==> src/common/pfc_pkg.sv <==
// Shared constants and types for the PFC protection supervisor.
package pfc_pkg;
   // Clock and derived units.
   localparam int CLK_MHZ = 50;
   localparam int CLK_KHZ = CLK_MHZ * 1000;
   // Documented times.
   localparam int SOFT_STOP_US = 1000;
   localparam int DROPOUT_MS = 37;
   // Times that are not documented; plain defaults.
   localparam int DEBOUNCE_MS = 25;
   localparam int DEBOUNCE_INRUSH_MS = 100;
   localparam int STARTUP_MS = 500;
   localparam int BLANK_NS = 200;
   localparam int SOA_ON_NS = 1000;
   localparam int SOA_OFF_NS = 5000;
   localparam int SHORT_CHECK_US = 10;
   // Cycle counts; least times round up.
   localparam int SOFT_STOP_CYC = SOFT_STOP_US * CLK_MHZ;
   localparam int DROPOUT_CYC = DROPOUT_MS * CLK_KHZ;
   localparam int DEBOUNCE_CYC = DEBOUNCE_MS * CLK_KHZ;
   localparam int DEBOUNCE_INRUSH_CYC = DEBOUNCE_INRUSH_MS * CLK_KHZ;
   localparam int STARTUP_CYC = STARTUP_MS * CLK_KHZ;
   localparam int BLANK_CYC = (BLANK_NS * CLK_MHZ + 999) / 1000;
   localparam int SOA_ON_CYC = (SOA_ON_NS * CLK_MHZ + 999) / 1000;
   localparam int SOA_OFF_CYC = (SOA_OFF_NS * CLK_MHZ + 999) / 1000;
   localparam int SHORT_CHECK_CYC = SHORT_CHECK_US * CLK_MHZ;
   localparam int TMR_W = 26;
   // Line peak codes, one LSB per volt of peak.
   localparam int PEAK_W = 10;
   localparam logic [9:0] PEAK_MAX_START = 10'h190;
   localparam logic [9:0] PEAK_LOW_RST = 10'h0c6;
   localparam logic [9:0] PEAK_HIGH_RST = 10'h0f0;
   localparam logic [1:0] LOW_PEAK_COUNT = 2'h3;
   // Square wave when average reaches seven eighths of the peak.
   localparam int SQ_NUM = 7;
   localparam int SQ_SHIFT = 3;
   localparam logic [7:0] ERR_MAX = 8'hff;
   // Register map.
   localparam logic [11:0] CTRL_OFS = 12'h000;
   localparam logic [11:0] THRESH_OFS = 12'h004;
   localparam logic [11:0] STATUS_OFS = 12'h008;
   localparam logic [11:0] FAULT_OFS = 12'h00c;
   localparam int CTRL_EN_BIT = 0;
   localparam int CTRL_UNIV_BIT = 1;
   localparam int CTRL_FOLLOW_BIT = 2;
   localparam logic [2:0] CTRL_RST = 3'h7;
   localparam int THR_LOW_LSB = 0;
   localparam int THR_HIGH_LSB = 16;
   localparam int FAULT_W = 7;
   typedef enum logic [3:0] {
      S_BIAS, S_REF, S_MODE, S_PINS, S_FB, S_TEMP, S_LINE, S_RUN,
      S_STOPWAIT, S_SOFTSTOP
   } state_e;
endpackage

==> src/rtl/pfc_protection_supervisor.sv <==
// Start-up and protection supervisor for a boost PFC switch.
`timescale 1ns/1ns
module pfc_protection_supervisor
   import pfc_pkg::*;
#(
   parameter int SOFT_STOP_CYC_P = pfc_pkg::SOFT_STOP_CYC,
   parameter int DROPOUT_CYC_P = pfc_pkg::DROPOUT_CYC,
   parameter int DEBOUNCE_CYC_P = pfc_pkg::DEBOUNCE_CYC,
   parameter int DEBOUNCE_INRUSH_CYC_P = pfc_pkg::DEBOUNCE_INRUSH_CYC,
   parameter int STARTUP_CYC_P = pfc_pkg::STARTUP_CYC,
   parameter int SHORT_CHECK_CYC_P = pfc_pkg::SHORT_CHECK_CYC
) (
   // Clock, reset and clock enable.
   input wire logic core_clk,
   input wire logic nrst,
   input wire logic clkEn,
   // APB slave.
   input wire logic psel,
   input wire logic penable,
   input wire logic pwrite,
   input wire logic [11:0] paddr,
   input wire logic [31:0] pwdata,
   output logic [31:0] prdata,
   output logic pready,
   output logic pslverr,
   // Comparator levels from the analog front end, asynchronous.
   input wire logic biasAboveStart,
   input wire logic biasAboveStop,
   input wire logic refAboveUv,
   input wire logic refShort,
   input wire logic refCapValid,
   input wire logic refCapLarge,
   input wire logic pinTestPass,
   input wire logic fbValid,
   input wire logic overTemp,
   input wire logic lineAboveStart,
   input wire logic lineAboveDrop,
   input wire logic lineAboveDropInrush,
   input wire logic lineAboveDropSquare,
   input wire logic lineAboveHighEnter,
   input wire logic zeroCross,
   input wire logic currentAtLimit,
   input wire logic fbOverVolt,
   input wire logic fbBelowOvHyst,
   input wire logic shortSuspect,
   input wire logic shortConfirm,
   // Digital peak detector and switch driver, same clock.
   input wire logic peakStrobe,
   input wire logic [pfc_pkg::PEAK_W-1:0] linePeak,
   input wire logic [pfc_pkg::PEAK_W-1:0] lineAvg,
   input wire logic gateOn,
   // Control outputs.
   output logic switchEnable,
   output logic fullPowerMode,
   output logic highLineMode,
   output logic lowLineLimitSel,
   output logic currentTrip,
   output logic forceOff,
   output logic errHalfPull,
   output logic [7:0] errLimit
);
   import pfc_pkg::*;

   localparam int STEP_RAW = SOFT_STOP_CYC_P / int'(ERR_MAX);
   localparam int STEP_CYC = (STEP_RAW < 1) ? 1 : STEP_RAW;
   localparam int PW = PEAK_W + SQ_SHIFT;

   ////////////////////////////////////////////////////////////////////////
   logic [19:0] pinRaw;
   logic [19:0] pinSync;
   logic sBiasStart, sBiasStop, sRefOk, sRefShort, sCapValid, sCapLarge;
   logic sPins, sFbValid, sOverTemp, sLineStart, sLineDrop, sLineInrush;
   logic sLineSquare, sLineHigh, sZero, sCurLimit, sOverVolt, sOvLow;
   logic sSuspect, sConfirm;

   assign pinRaw = {biasAboveStart, biasAboveStop, refAboveUv, refShort,
      refCapValid, refCapLarge, pinTestPass, fbValid, overTemp,
      lineAboveStart, lineAboveDrop, lineAboveDropInrush,
      lineAboveDropSquare, lineAboveHighEnter, zeroCross, currentAtLimit,
      fbOverVolt, fbBelowOvHyst, shortSuspect, shortConfirm};

   pin_sync #(.W(20)) uSync (
      .core_clk(core_clk),
      .nrst(nrst),
      .clkEn(clkEn),
      .raw(pinRaw),
      .synced(pinSync)
   );

   assign {sBiasStart, sBiasStop, sRefOk, sRefShort, sCapValid, sCapLarge,
      sPins, sFbValid, sOverTemp, sLineStart, sLineDrop, sLineInrush,
      sLineSquare, sLineHigh, sZero, sCurLimit, sOverVolt, sOvLow,
      sSuspect, sConfirm} = pinSync;

   ////////////////////////////////////////////////////////////////////////
   state_e state_ff;
   logic [2:0] ctrl_ff;
   logic [PEAK_W-1:0] lowThr_ff, highThr_ff, lastPeak_ff;
   logic [FAULT_W-1:0] fault_ff;
   logic zeroD_ff, startupActive_ff, dipped_ff, squareWave_ff, ovHold_ff;
   logic checking_ff, soaOff_ff;
   logic [1:0] lowCnt_ff;
   logic [TMR_W-1:0] stepCnt_ff;
   logic running, active, lineOk, zcPulse, brownDone, startDone, dropDone;
   logic blankDone, soaOnDone, soaOffDone, checkDone, shortFault;
   logic hardFault, restartStart, brownOut, tripNow, soaEvent;
   logic busAccess, busWrite, mapped;

   assign running = (state_ff == S_RUN);
   assign active = running || state_ff == S_STOPWAIT
      || state_ff == S_SOFTSTOP;
   assign zcPulse = sZero && !zeroD_ff;

   // Brown-out threshold: in-rush window first, then square or normal.
   assign lineOk = startupActive_ff ? sLineInrush
      : (squareWave_ff ? sLineSquare : sLineDrop);
   assign restartStart = startupActive_ff && lineOk && dipped_ff;
   assign brownOut = running && brownDone;
   assign shortFault = checking_ff && sConfirm;

   // Reference undervoltage is awaited in S_REF, a fault afterwards.
   assign hardFault = (state_ff != S_BIAS) && (!sBiasStop
      || sRefShort
      || (state_ff != S_REF && !sRefOk)
      || shortFault);

   ////////////////////////////////////////////////////////////////////////
   // The normal debounce must outlast a half-cycle at 47 Hz, so that
   // one missing half-cycle only restarts the count.
   event_timer #(.W(TMR_W)) uBrown (
      .core_clk(core_clk),
      .nrst(nrst),
      .clkEn(clkEn),
      .clear(!running || lineOk || (startupActive_ff && startDone)),
      .run(running && !lineOk),
      .limit(startupActive_ff ? TMR_W'(DEBOUNCE_INRUSH_CYC_P)
         : TMR_W'(DEBOUNCE_CYC_P)),
      .done(brownDone)
   );

   event_timer #(.W(TMR_W)) uStartup (
      .core_clk(core_clk),
      .nrst(nrst),
      .clkEn(clkEn),
      .clear(!running || restartStart),
      .run(startupActive_ff),
      .limit(TMR_W'(STARTUP_CYC_P)),
      .done(startDone)
   );

   event_timer #(.W(TMR_W)) uDropout (
      .core_clk(core_clk),
      .nrst(nrst),
      .clkEn(clkEn),
      .clear(peakStrobe || !highLineMode),
      .run(highLineMode),
      .limit(TMR_W'(DROPOUT_CYC_P)),
      .done(dropDone)
   );

   event_timer #(.W(TMR_W)) uBlank (
      .core_clk(core_clk),
      .nrst(nrst),
      .clkEn(clkEn),
      .clear(!gateOn),
      .run(gateOn),
      .limit(TMR_W'(BLANK_CYC)),
      .done(blankDone)
   );

   event_timer #(.W(TMR_W)) uSoaOn (
      .core_clk(core_clk),
      .nrst(nrst),
      .clkEn(clkEn),
      .clear(!gateOn),
      .run(gateOn),
      .limit(TMR_W'(SOA_ON_CYC)),
      .done(soaOnDone)
   );

   event_timer #(.W(TMR_W)) uSoaOff (
      .core_clk(core_clk),
      .nrst(nrst),
      .clkEn(clkEn),
      .clear(!soaOff_ff),
      .run(soaOff_ff),
      .limit(TMR_W'(SOA_OFF_CYC - 1)),
      .done(soaOffDone)
   );

   event_timer #(.W(TMR_W)) uCheck (
      .core_clk(core_clk),
      .nrst(nrst),
      .clkEn(clkEn),
      .clear(!checking_ff),
      .run(checking_ff),
      .limit(TMR_W'(SHORT_CHECK_CYC_P)),
      .done(checkDone)
   );

   ////////////////////////////////////////////////////////////////////////
   always_ff @(posedge core_clk or negedge nrst) begin
      if (!nrst) begin
         state_ff <= S_BIAS;
      end else if (clkEn) begin
         if (hardFault) begin
            state_ff <= S_BIAS;
         end else begin
            case (state_ff)
               S_BIAS: if (sBiasStart) state_ff <= S_REF;
               S_REF: if (sRefOk) state_ff <= S_MODE;
               S_MODE: if (sCapValid) state_ff <= S_PINS;
               S_PINS: if (sPins) state_ff <= S_FB;
               S_FB: if (sFbValid) state_ff <= S_TEMP;
               S_TEMP: if (!sOverTemp) state_ff <= S_LINE;
               S_LINE: begin
                  if (sLineStart && lastPeak_ff <= PEAK_MAX_START) begin
                     state_ff <= S_RUN;
                  end
               end
               S_RUN: if (brownOut) state_ff <= S_STOPWAIT;
               S_STOPWAIT: if (zcPulse) state_ff <= S_SOFTSTOP;
               S_SOFTSTOP: if (errLimit == 8'h00) state_ff <= S_BIAS;
               default: state_ff <= S_BIAS;
            endcase
         end
      end
   end

   always_ff @(posedge core_clk or negedge nrst) begin
      if (!nrst) begin
         fullPowerMode <= 1'b0;
      end else if (clkEn && state_ff == S_MODE && sCapValid) begin
         fullPowerMode <= sCapLarge;
      end
   end

   // Soft shutdown: the error limit walks from full scale to zero.
   always_ff @(posedge core_clk or negedge nrst) begin
      if (!nrst) begin
         errLimit <= ERR_MAX;
         stepCnt_ff <= '0;
      end else if (clkEn) begin
         if (state_ff != S_SOFTSTOP) begin
            errLimit <= ERR_MAX;
            stepCnt_ff <= '0;
         end else if (stepCnt_ff == TMR_W'(STEP_CYC - 1)) begin
            stepCnt_ff <= '0;
            if (errLimit != 8'h00) errLimit <= errLimit - 8'h01;
         end else begin
            stepCnt_ff <= stepCnt_ff + 1'b1;
         end
      end
   end

   always_ff @(posedge core_clk or negedge nrst) begin
      if (!nrst) begin
         startupActive_ff <= 1'b0;
         dipped_ff <= 1'b0;
         zeroD_ff <= 1'b0;
      end else if (clkEn) begin
         zeroD_ff <= sZero;
         dipped_ff <= startupActive_ff && !lineOk;
         if (state_ff == S_LINE) begin
            startupActive_ff <= 1'b1;
         end else if (!running || startDone) begin
            startupActive_ff <= 1'b0;
         end
      end
   end

   ////////////////////////////////////////////////////////////////////////
   always_ff @(posedge core_clk or negedge nrst) begin
      if (!nrst) begin
         lastPeak_ff <= '0;
         squareWave_ff <= 1'b0;
      end else if (clkEn && peakStrobe) begin
         lastPeak_ff <= linePeak;
         squareWave_ff <= ({lineAvg, SQ_SHIFT'(0)}
            >= PW'(SQ_NUM) * PW'(linePeak));
      end
   end

   always_ff @(posedge core_clk or negedge nrst) begin
      if (!nrst) begin
         highLineMode <= 1'b0;
         lowCnt_ff <= 2'h0;
      end else if (clkEn) begin
         if (!ctrl_ff[CTRL_UNIV_BIT]) begin
            highLineMode <= 1'b1;
            lowCnt_ff <= 2'h0;
         end else if (ctrl_ff[CTRL_FOLLOW_BIT] && sLineHigh) begin
            highLineMode <= 1'b1;
            lowCnt_ff <= 2'h0;
         end else if (dropDone) begin
            highLineMode <= 1'b0;
            lowCnt_ff <= 2'h0;
         end else if (peakStrobe) begin
            if (linePeak > highThr_ff) begin
               highLineMode <= 1'b1;
               lowCnt_ff <= 2'h0;
            end else if (linePeak < lowThr_ff) begin
               if (lowCnt_ff == LOW_PEAK_COUNT - 2'h1) begin
                  highLineMode <= 1'b0;
               end
               if (lowCnt_ff != LOW_PEAK_COUNT) lowCnt_ff <= lowCnt_ff + 2'h1;
            end else begin
               lowCnt_ff <= 2'h0;
            end
         end
      end
   end

   assign lowLineLimitSel = !highLineMode;

   ////////////////////////////////////////////////////////////////////////
   // Blanking hides the turn-on spike; comparator lag is two cycles.
   assign tripNow = gateOn && blankDone && sCurLimit && active;
   assign soaEvent = tripNow && !soaOnDone;

   always_ff @(posedge core_clk or negedge nrst) begin
      if (!nrst) begin
         currentTrip <= 1'b0;
         errHalfPull <= 1'b0;
         soaOff_ff <= 1'b0;
      end else if (clkEn) begin
         currentTrip <= tripNow;
         errHalfPull <= soaEvent;
         if (soaEvent) begin
            soaOff_ff <= 1'b1;
         end else if (soaOffDone) begin
            soaOff_ff <= 1'b0;
         end
      end
   end

   assign forceOff = soaOff_ff;

   always_ff @(posedge core_clk or negedge nrst) begin
      if (!nrst) begin
         ovHold_ff <= 1'b0;
         checking_ff <= 1'b0;
      end else if (clkEn) begin
         if (sOverVolt) begin
            ovHold_ff <= 1'b1;
         end else if (sOvLow) begin
            ovHold_ff <= 1'b0;
         end
         if (state_ff == S_BIAS || checkDone) begin
            checking_ff <= 1'b0;
         end else if (sSuspect) begin
            checking_ff <= 1'b1;
         end
      end
   end

   always_ff @(posedge core_clk or negedge nrst) begin
      if (!nrst) begin
         switchEnable <= 1'b0;
      end else if (clkEn) begin
         switchEnable <= active && !hardFault && ctrl_ff[CTRL_EN_BIT]
            && !ovHold_ff && !soaOff_ff && errLimit != 8'h00;
      end
   end

   ////////////////////////////////////////////////////////////////////////
   // Zero-wait APB slave; read data is captured in the setup cycle.
   assign busAccess = psel && penable && clkEn;
   assign busWrite = busAccess && pwrite && mapped;
   assign mapped = paddr == CTRL_OFS || paddr == THRESH_OFS
      || paddr == STATUS_OFS || paddr == FAULT_OFS;
   assign pready = clkEn;
   assign pslverr = psel && penable && !mapped;

   always_ff @(posedge core_clk or negedge nrst) begin
      if (!nrst) begin
         ctrl_ff <= CTRL_RST;
         lowThr_ff <= PEAK_LOW_RST;
         highThr_ff <= PEAK_HIGH_RST;
      end else if (busWrite) begin
         if (paddr == CTRL_OFS) ctrl_ff <= pwdata[2:0];
         if (paddr == THRESH_OFS) begin
            lowThr_ff <= pwdata[THR_LOW_LSB +: PEAK_W];
            highThr_ff <= pwdata[THR_HIGH_LSB +: PEAK_W];
         end
      end
   end

   // Hardware sets win over a write-one clear in the same cycle.
   always_ff @(posedge core_clk or negedge nrst) begin
      if (!nrst) begin
         fault_ff <= '0;
      end else if (clkEn) begin
         fault_ff <= (fault_ff & ~((busWrite && paddr == FAULT_OFS)
            ? pwdata[FAULT_W-1:0] : FAULT_W'(0)))
            | {soaEvent, sOverVolt, shortFault,
               state_ff != S_BIAS && !sBiasStop,
               hardFault && state_ff != S_REF && !sRefOk,
               state_ff != S_BIAS && sRefShort, brownOut};
      end
   end

   always_ff @(posedge core_clk or negedge nrst) begin
      if (!nrst) begin
         prdata <= 32'h0000_0000;
      end else if (clkEn && psel && !penable) begin
         case (paddr)
            CTRL_OFS: prdata <= {29'h0, ctrl_ff};
            THRESH_OFS: prdata <= {6'h0, highThr_ff, 6'h0, lowThr_ff};
            STATUS_OFS: prdata <= {20'h0, lowLineLimitSel, switchEnable,
               startupActive_ff, ovHold_ff, squareWave_ff, highLineMode,
               fullPowerMode, 1'b0, state_ff};
            FAULT_OFS: prdata <= {25'h0, fault_ff};
            default: prdata <= 32'h0000_0000;
         endcase
      end
   end
endmodule // pfc_protection_supervisor

==> src/rtl/pin_sync.sv <==
// Two-flop synchroniser for a group of asynchronous comparator levels.
`timescale 1ns/1ns
module pin_sync #(
   parameter int W = 1
) (
   // Clock and reset.
   input wire logic core_clk,
   input wire logic nrst,
   input wire logic clkEn,
   // Levels.
   input wire logic [W-1:0] raw,
   output logic [W-1:0] synced
);
   logic [W-1:0] meta_ff;

   always_ff @(posedge core_clk or negedge nrst) begin
      if (!nrst) begin
         meta_ff <= '0;
         synced <= '0;
      end else if (clkEn) begin
         meta_ff <= raw;
         synced <= meta_ff;
      end
   end
endmodule // pin_sync

==> src/rtl/event_timer.sv <==
// Up-counter that reports when a running interval reaches its limit.
`timescale 1ns/1ns
module event_timer #(
   parameter int W = 26
) (
   // Clock and reset.
   input wire logic core_clk,
   input wire logic nrst,
   input wire logic clkEn,
   // Control.
   input wire logic clear,
   input wire logic run,
   input wire logic [W-1:0] limit,
   output logic done
);
   logic [W-1:0] count_ff;

   // The count saturates at the limit so done holds until cleared.
   assign done = (count_ff >= limit);

   always_ff @(posedge core_clk or negedge nrst) begin
      if (!nrst) begin
         count_ff <= '0;
      end else if (clkEn) begin
         if (clear) begin
            count_ff <= '0;
         end else if (run && !done) begin
            count_ff <= count_ff + 1'b1;
         end
      end
   end
endmodule // event_timer

==> config.mk <==
export PLATFORM = sky130hd
export DESIGN_NAME = pfc_protection_supervisor
export DESIGN_NICKNAME = d
export VERILOG_FILES = /design/src/common/pfc_pkg.sv /design/src/rtl/pfc_protection_supervisor.sv /design/src/rtl/pin_sync.sv /design/src/rtl/event_timer.sv
export SDC_FILE = /design/constraint.sdc
export NUM_CORES = 1
export LEC_CHECK = 0
export ABC_AREA = 1
export BUFFER_PORTS_ARGS = -buffer_cell sky130_fd_sc_hd__buf_2
export CAP_MARGIN = 10
export CORE_ASPECT_RATIO = 0.75
export CORE_MARGIN = 4
export CORE_UTILIZATION = 45
export DETAILED_ROUTE_END_ITERATION = 8
export PLACE_DENSITY = 0.7
export SLEW_MARGIN = 20
export SYNTH_ARGS = -nofsm -noshare
export SYNTH_HDL_FRONTEND = slang
export SYNTH_SLANG_ARGS = --single-unit
==> constraint.sdc <==
create_clock -name core_clk -period 5 [get_ports core_clk]
set_input_delay 0.5 -clock core_clk [delete_from_list [all_inputs] [get_ports core_clk]]
set_output_delay 0.5 -clock core_clk [all_outputs]
set_load 0.03 [all_outputs]
==> impl_metrics.json <==
{
  "ys_top_cells_by_count": "nand2_1 (604), inv_1 (347), dfrtp_1 (317)",
  "synth_top_family_by_area": "simple AND/OR/NAND/NOR gates",
  "fin_cells": 3057,
  "root_buffer": "clkbuf_16",
  "final.min_clock_period_ns": 3.18,
  "drive_above_1_share": 0.0926,
  "dp.cells": 2992,
  "start_kind": "input pin",
  "routedWlPerCell_um": 14.8,
  "hold_ws_ns": -0.0208,
  "synth.area.mux_share": 0.000536,
  "slew_headroom": 0.304,
  "dp_slack_ns": 1.24,
  "grt_pass1_wl_mm": 76.1,
  "async_reset_ff_frac": 1.00,
  "clockBufferDepth": 3,
  "worst_pin_slew_ns": 1.04,
  "synthAdderAreaFrac": 0.0597,
  "synth_seq_cells": 336,
  "cp_data_arrival_time_ns": 3.58,
  "synthesis.area_sq_mm": 0.0187,
  "max_freq_mhz": 315,
  "routabilityCongestion": 0.905,
  "hold_viol": 11,
  "cts_buffers": 35,
  "worst_slack_ns": 1.82,
  "cts_htree_levels": 2,
  "slew_viol_final": 0,
  "netlist_top_cells_area": "dfrtp_1 (43%), nand2_1 (12%), inv_1 (7.0%), nor2_1 (6.0%), ha_1 (4.9%)",
  "cp_slowest_cell": "fa_1",
  "synth_xor_area_frac": 0.0394,
  "fp.dieH_um": 184,
  "p_leak_nw": 10.1,
  "r2r_start": "highLineMode",
  "core_area_sq_mm": 0.0408,
  "power_switching_share": 0.278,
  "worstPathRequired_ns": 5.41,
  "power_density_mw_per_mm2": 306,
  "rsz0062_at_grt": "no",
  "r2r_cells": 7,
  "grtUsageTotal": 0.203,
  "clk_pin_slew_ns": 0.06,
  "outcome": "finished, violations left",
  "post_cts_buffers": 0,
  "wl_mm": 45.3,
  "die_x_um": 243,
  "synth-compound-area-share": 0.0784,
  "synthToLayoutAreaGrowth_pct": 11.6,
  "hold_path.class": "input pin to async pin",
  "ys_seq_area_frac": 0.452,
  "crit_buf_inv": 2,
  "vias": 15843,
  "cpPeakStageDelay_ns": 0.55,
  "postSynthCellCount": 2404,
  "synth_top_area_cell": "dfrtp_1",
  "power.share.combinational": 0.129,
  "grt_max_degree": 142,
  "vias_per_cell": 5.18,
  "clock_latency_ns": 0.55,
  "drtPass1Iterations": 6,
  "crit_path_end_kind": "register",
  "cts.repair.resized": 0,
  "ctsHoldBuffers": 0,
  "power_mw": 6.37,
  "syn_avg_cell_area_sq_um": 7.76,
  "synth_edf_count": 0,
  "violations": "hold timing",
  "ys.flop_type": "dfrtp_1",
  "cts_tree": "built",
  "synth_warnings": 0,
  "ios": 141,
  "die-area_sq_mm": 0.0448,
  "fin_nets": 2676,
  "p_sw_mw": 1.77,
  "dp_hpwl_mm": 33.0,
  "synth-simple-area-share": 0.276,
  "grt_overflow": 0,
  "crit_chain": "buf_2 -> fa_1 -> ha_1 -> inv_1 -> fa_1 -> o21ai_0 -> nand4_1 -> o211ai_1 -> a21o_1 -> a21oi_1 -> ha_1 -> a21oi_1 -> o21a_1 -> nand4_1 -> nand2_1 -> o21ai_0",
  "clock_sinks": 336,
  "cp_max_fo": 5,
  "synth_top_area_share": 0.425,
  "cap_viol_max_count": 0,
  "drt_iter0_markers": 1296,
  "place_area_sq_mm": 0.0196,
  "clockPowerShare": 0.415,
  "r2r-end": "uDropout.count_ff[8]",
  "drc_errors": 0,
  "p_int_mw": 4.60,
  "finalCritPeriodShare": 0.635,
  "seqPwrFrac": 0.456,
  "final_cell_area_sq_mm": 0.0208,
  "antenna_found_initial": 1,
  "start_util": 0.457,
  "num_rows": 64,
  "irDropWorstVdd_mv": 0.295,
  "clock_skew_ns": 0.0231,
  "worst_path_dominant_cell_family": "adder cells",
  "path_class": "input pin to register",
  "setup_viol": 0,
  "grt_pass1_vias": 15155,
  "post-synth-top-count-cell": "nand2_1",
  "ys_types": 53,
  "final_antenna_net_count": 0,
  "port_buffers": 118,
  "r2r_setup_slack_ns": 2.19,
  "tns_ns": 0
}
[power groups by stage]
stage / clock network [mW] / logic, mW / registers [mW]
floorplan: 0 / 0.546 / 2.95
global placement: 0 / 0.800 / 2.95
detailed placement: 0 / 0.821 / 2.95
CTS: 2.72 / 0.825 / 2.90
global route: 2.85 / 0.944 / 2.92
finish: 2.65 / 0.821 / 2.91
[worst max path at each step]
stage                     slack [ns]   startpoint  cells after the start             to
after floorplan                 1.78  linePeak[0]                     15  squareWave_ff
after global placement          1.32  linePeak[0]                     16  squareWave_ff
after detailed placement        1.24  linePeak[0]                     16  squareWave_ff
after CTS                       1.81  linePeak[0]                     16  squareWave_ff
after global routing            1.61  linePeak[0]                     17  squareWave_ff
final                           1.82  linePeak[0]                     16  squareWave_ff
[cell usage in the layout (no fill, tap or decap), drive strengths merged, types with 10 or more instances in the layout]
cell type	netlist	final
a21oi	55	55
buf	52	127
clkbuf	24	51
clkinv	3	13
conb	1	10
dfrtp	317	317
dfstp	19	19
fa	10	10
ha	73	73
inv	352	353
nand2	610	610
nand3	117	117
nand4	100	100
nor2	303	303
nor3	55	55
nor4	12	12
o21ai	141	141
o22ai	17	17
o31ai	26	26
xnor2	18	18
xor2	66	66
[cells by family after synthesis]
group | count (synthesis)
flip-flops | 336
other | 1
AND/OR/NAND/NOR | 1211
multiplexers | 1
AO/OA/AOI/OAI | 257
buffers and inverters | 431
XOR/XNOR | 84
adder cells (fa/ha/maj) | 83
[final cells by class]
| class | count | area, sq um |
|---|---|---|
| multi-input combinational | 1646 | 8530 |
| fill | 3864 | 20000 |
| sequential | 336 | 8430 |
| tap | 528 | 661 |
| inverter | 355 | 1330 |
| antenna | 1 | 2.50 |
| clock inverter | 13 | 155 |
| timing repair buffer | 127 | 683 |
| clock buffer | 51 | 1020 |
[routing by layer]
layer,wire length [um],up-vias,part of all wire,GRT usage
met4,1030,0,0.023,0.0549
met1,21700,7539,0.48,0.298
met2,19900,394,0.44,0.313
li1,-,7841,-,-
met5,0,-,0,0
met3,2670,69,0.059,0.0359
[registers in the layout, indices dropped and copies added (netlist names), 4 cells and up]
signal / flops
uBlank.count_ff: 26
uStartup.count_ff: 26
lowThr_ff: 10
uSoaOn.count_ff: 26
stepCnt_ff: 26
uSoaOff.count_ff: 26
prdata: 22
highThr_ff: 10
state_ff: 4
uBrown.count_ff: 26
uCheck.count_ff: 26
errLimit: 8
uSync.synced: 20
fault_ff: 7
uSync.meta_ff: 20
lastPeak_ff: 10
uDropout.count_ff: 26
[metrics by stage]
| step | hold WS [ns] | utilization |
|---|---|---|
| after floorplan | 0.204 | - |
| after global placement | 0.452 | 0.481 |
| after detailed placement | 0.448 | 0.481 |
| after CTS | 0.0101 | 0.509 |
| after global routing | 0.0414 | 0.510 |
| final | -0.0208 | 0.510 |
No activity file was read; power rests on OpenSTA's default activity.
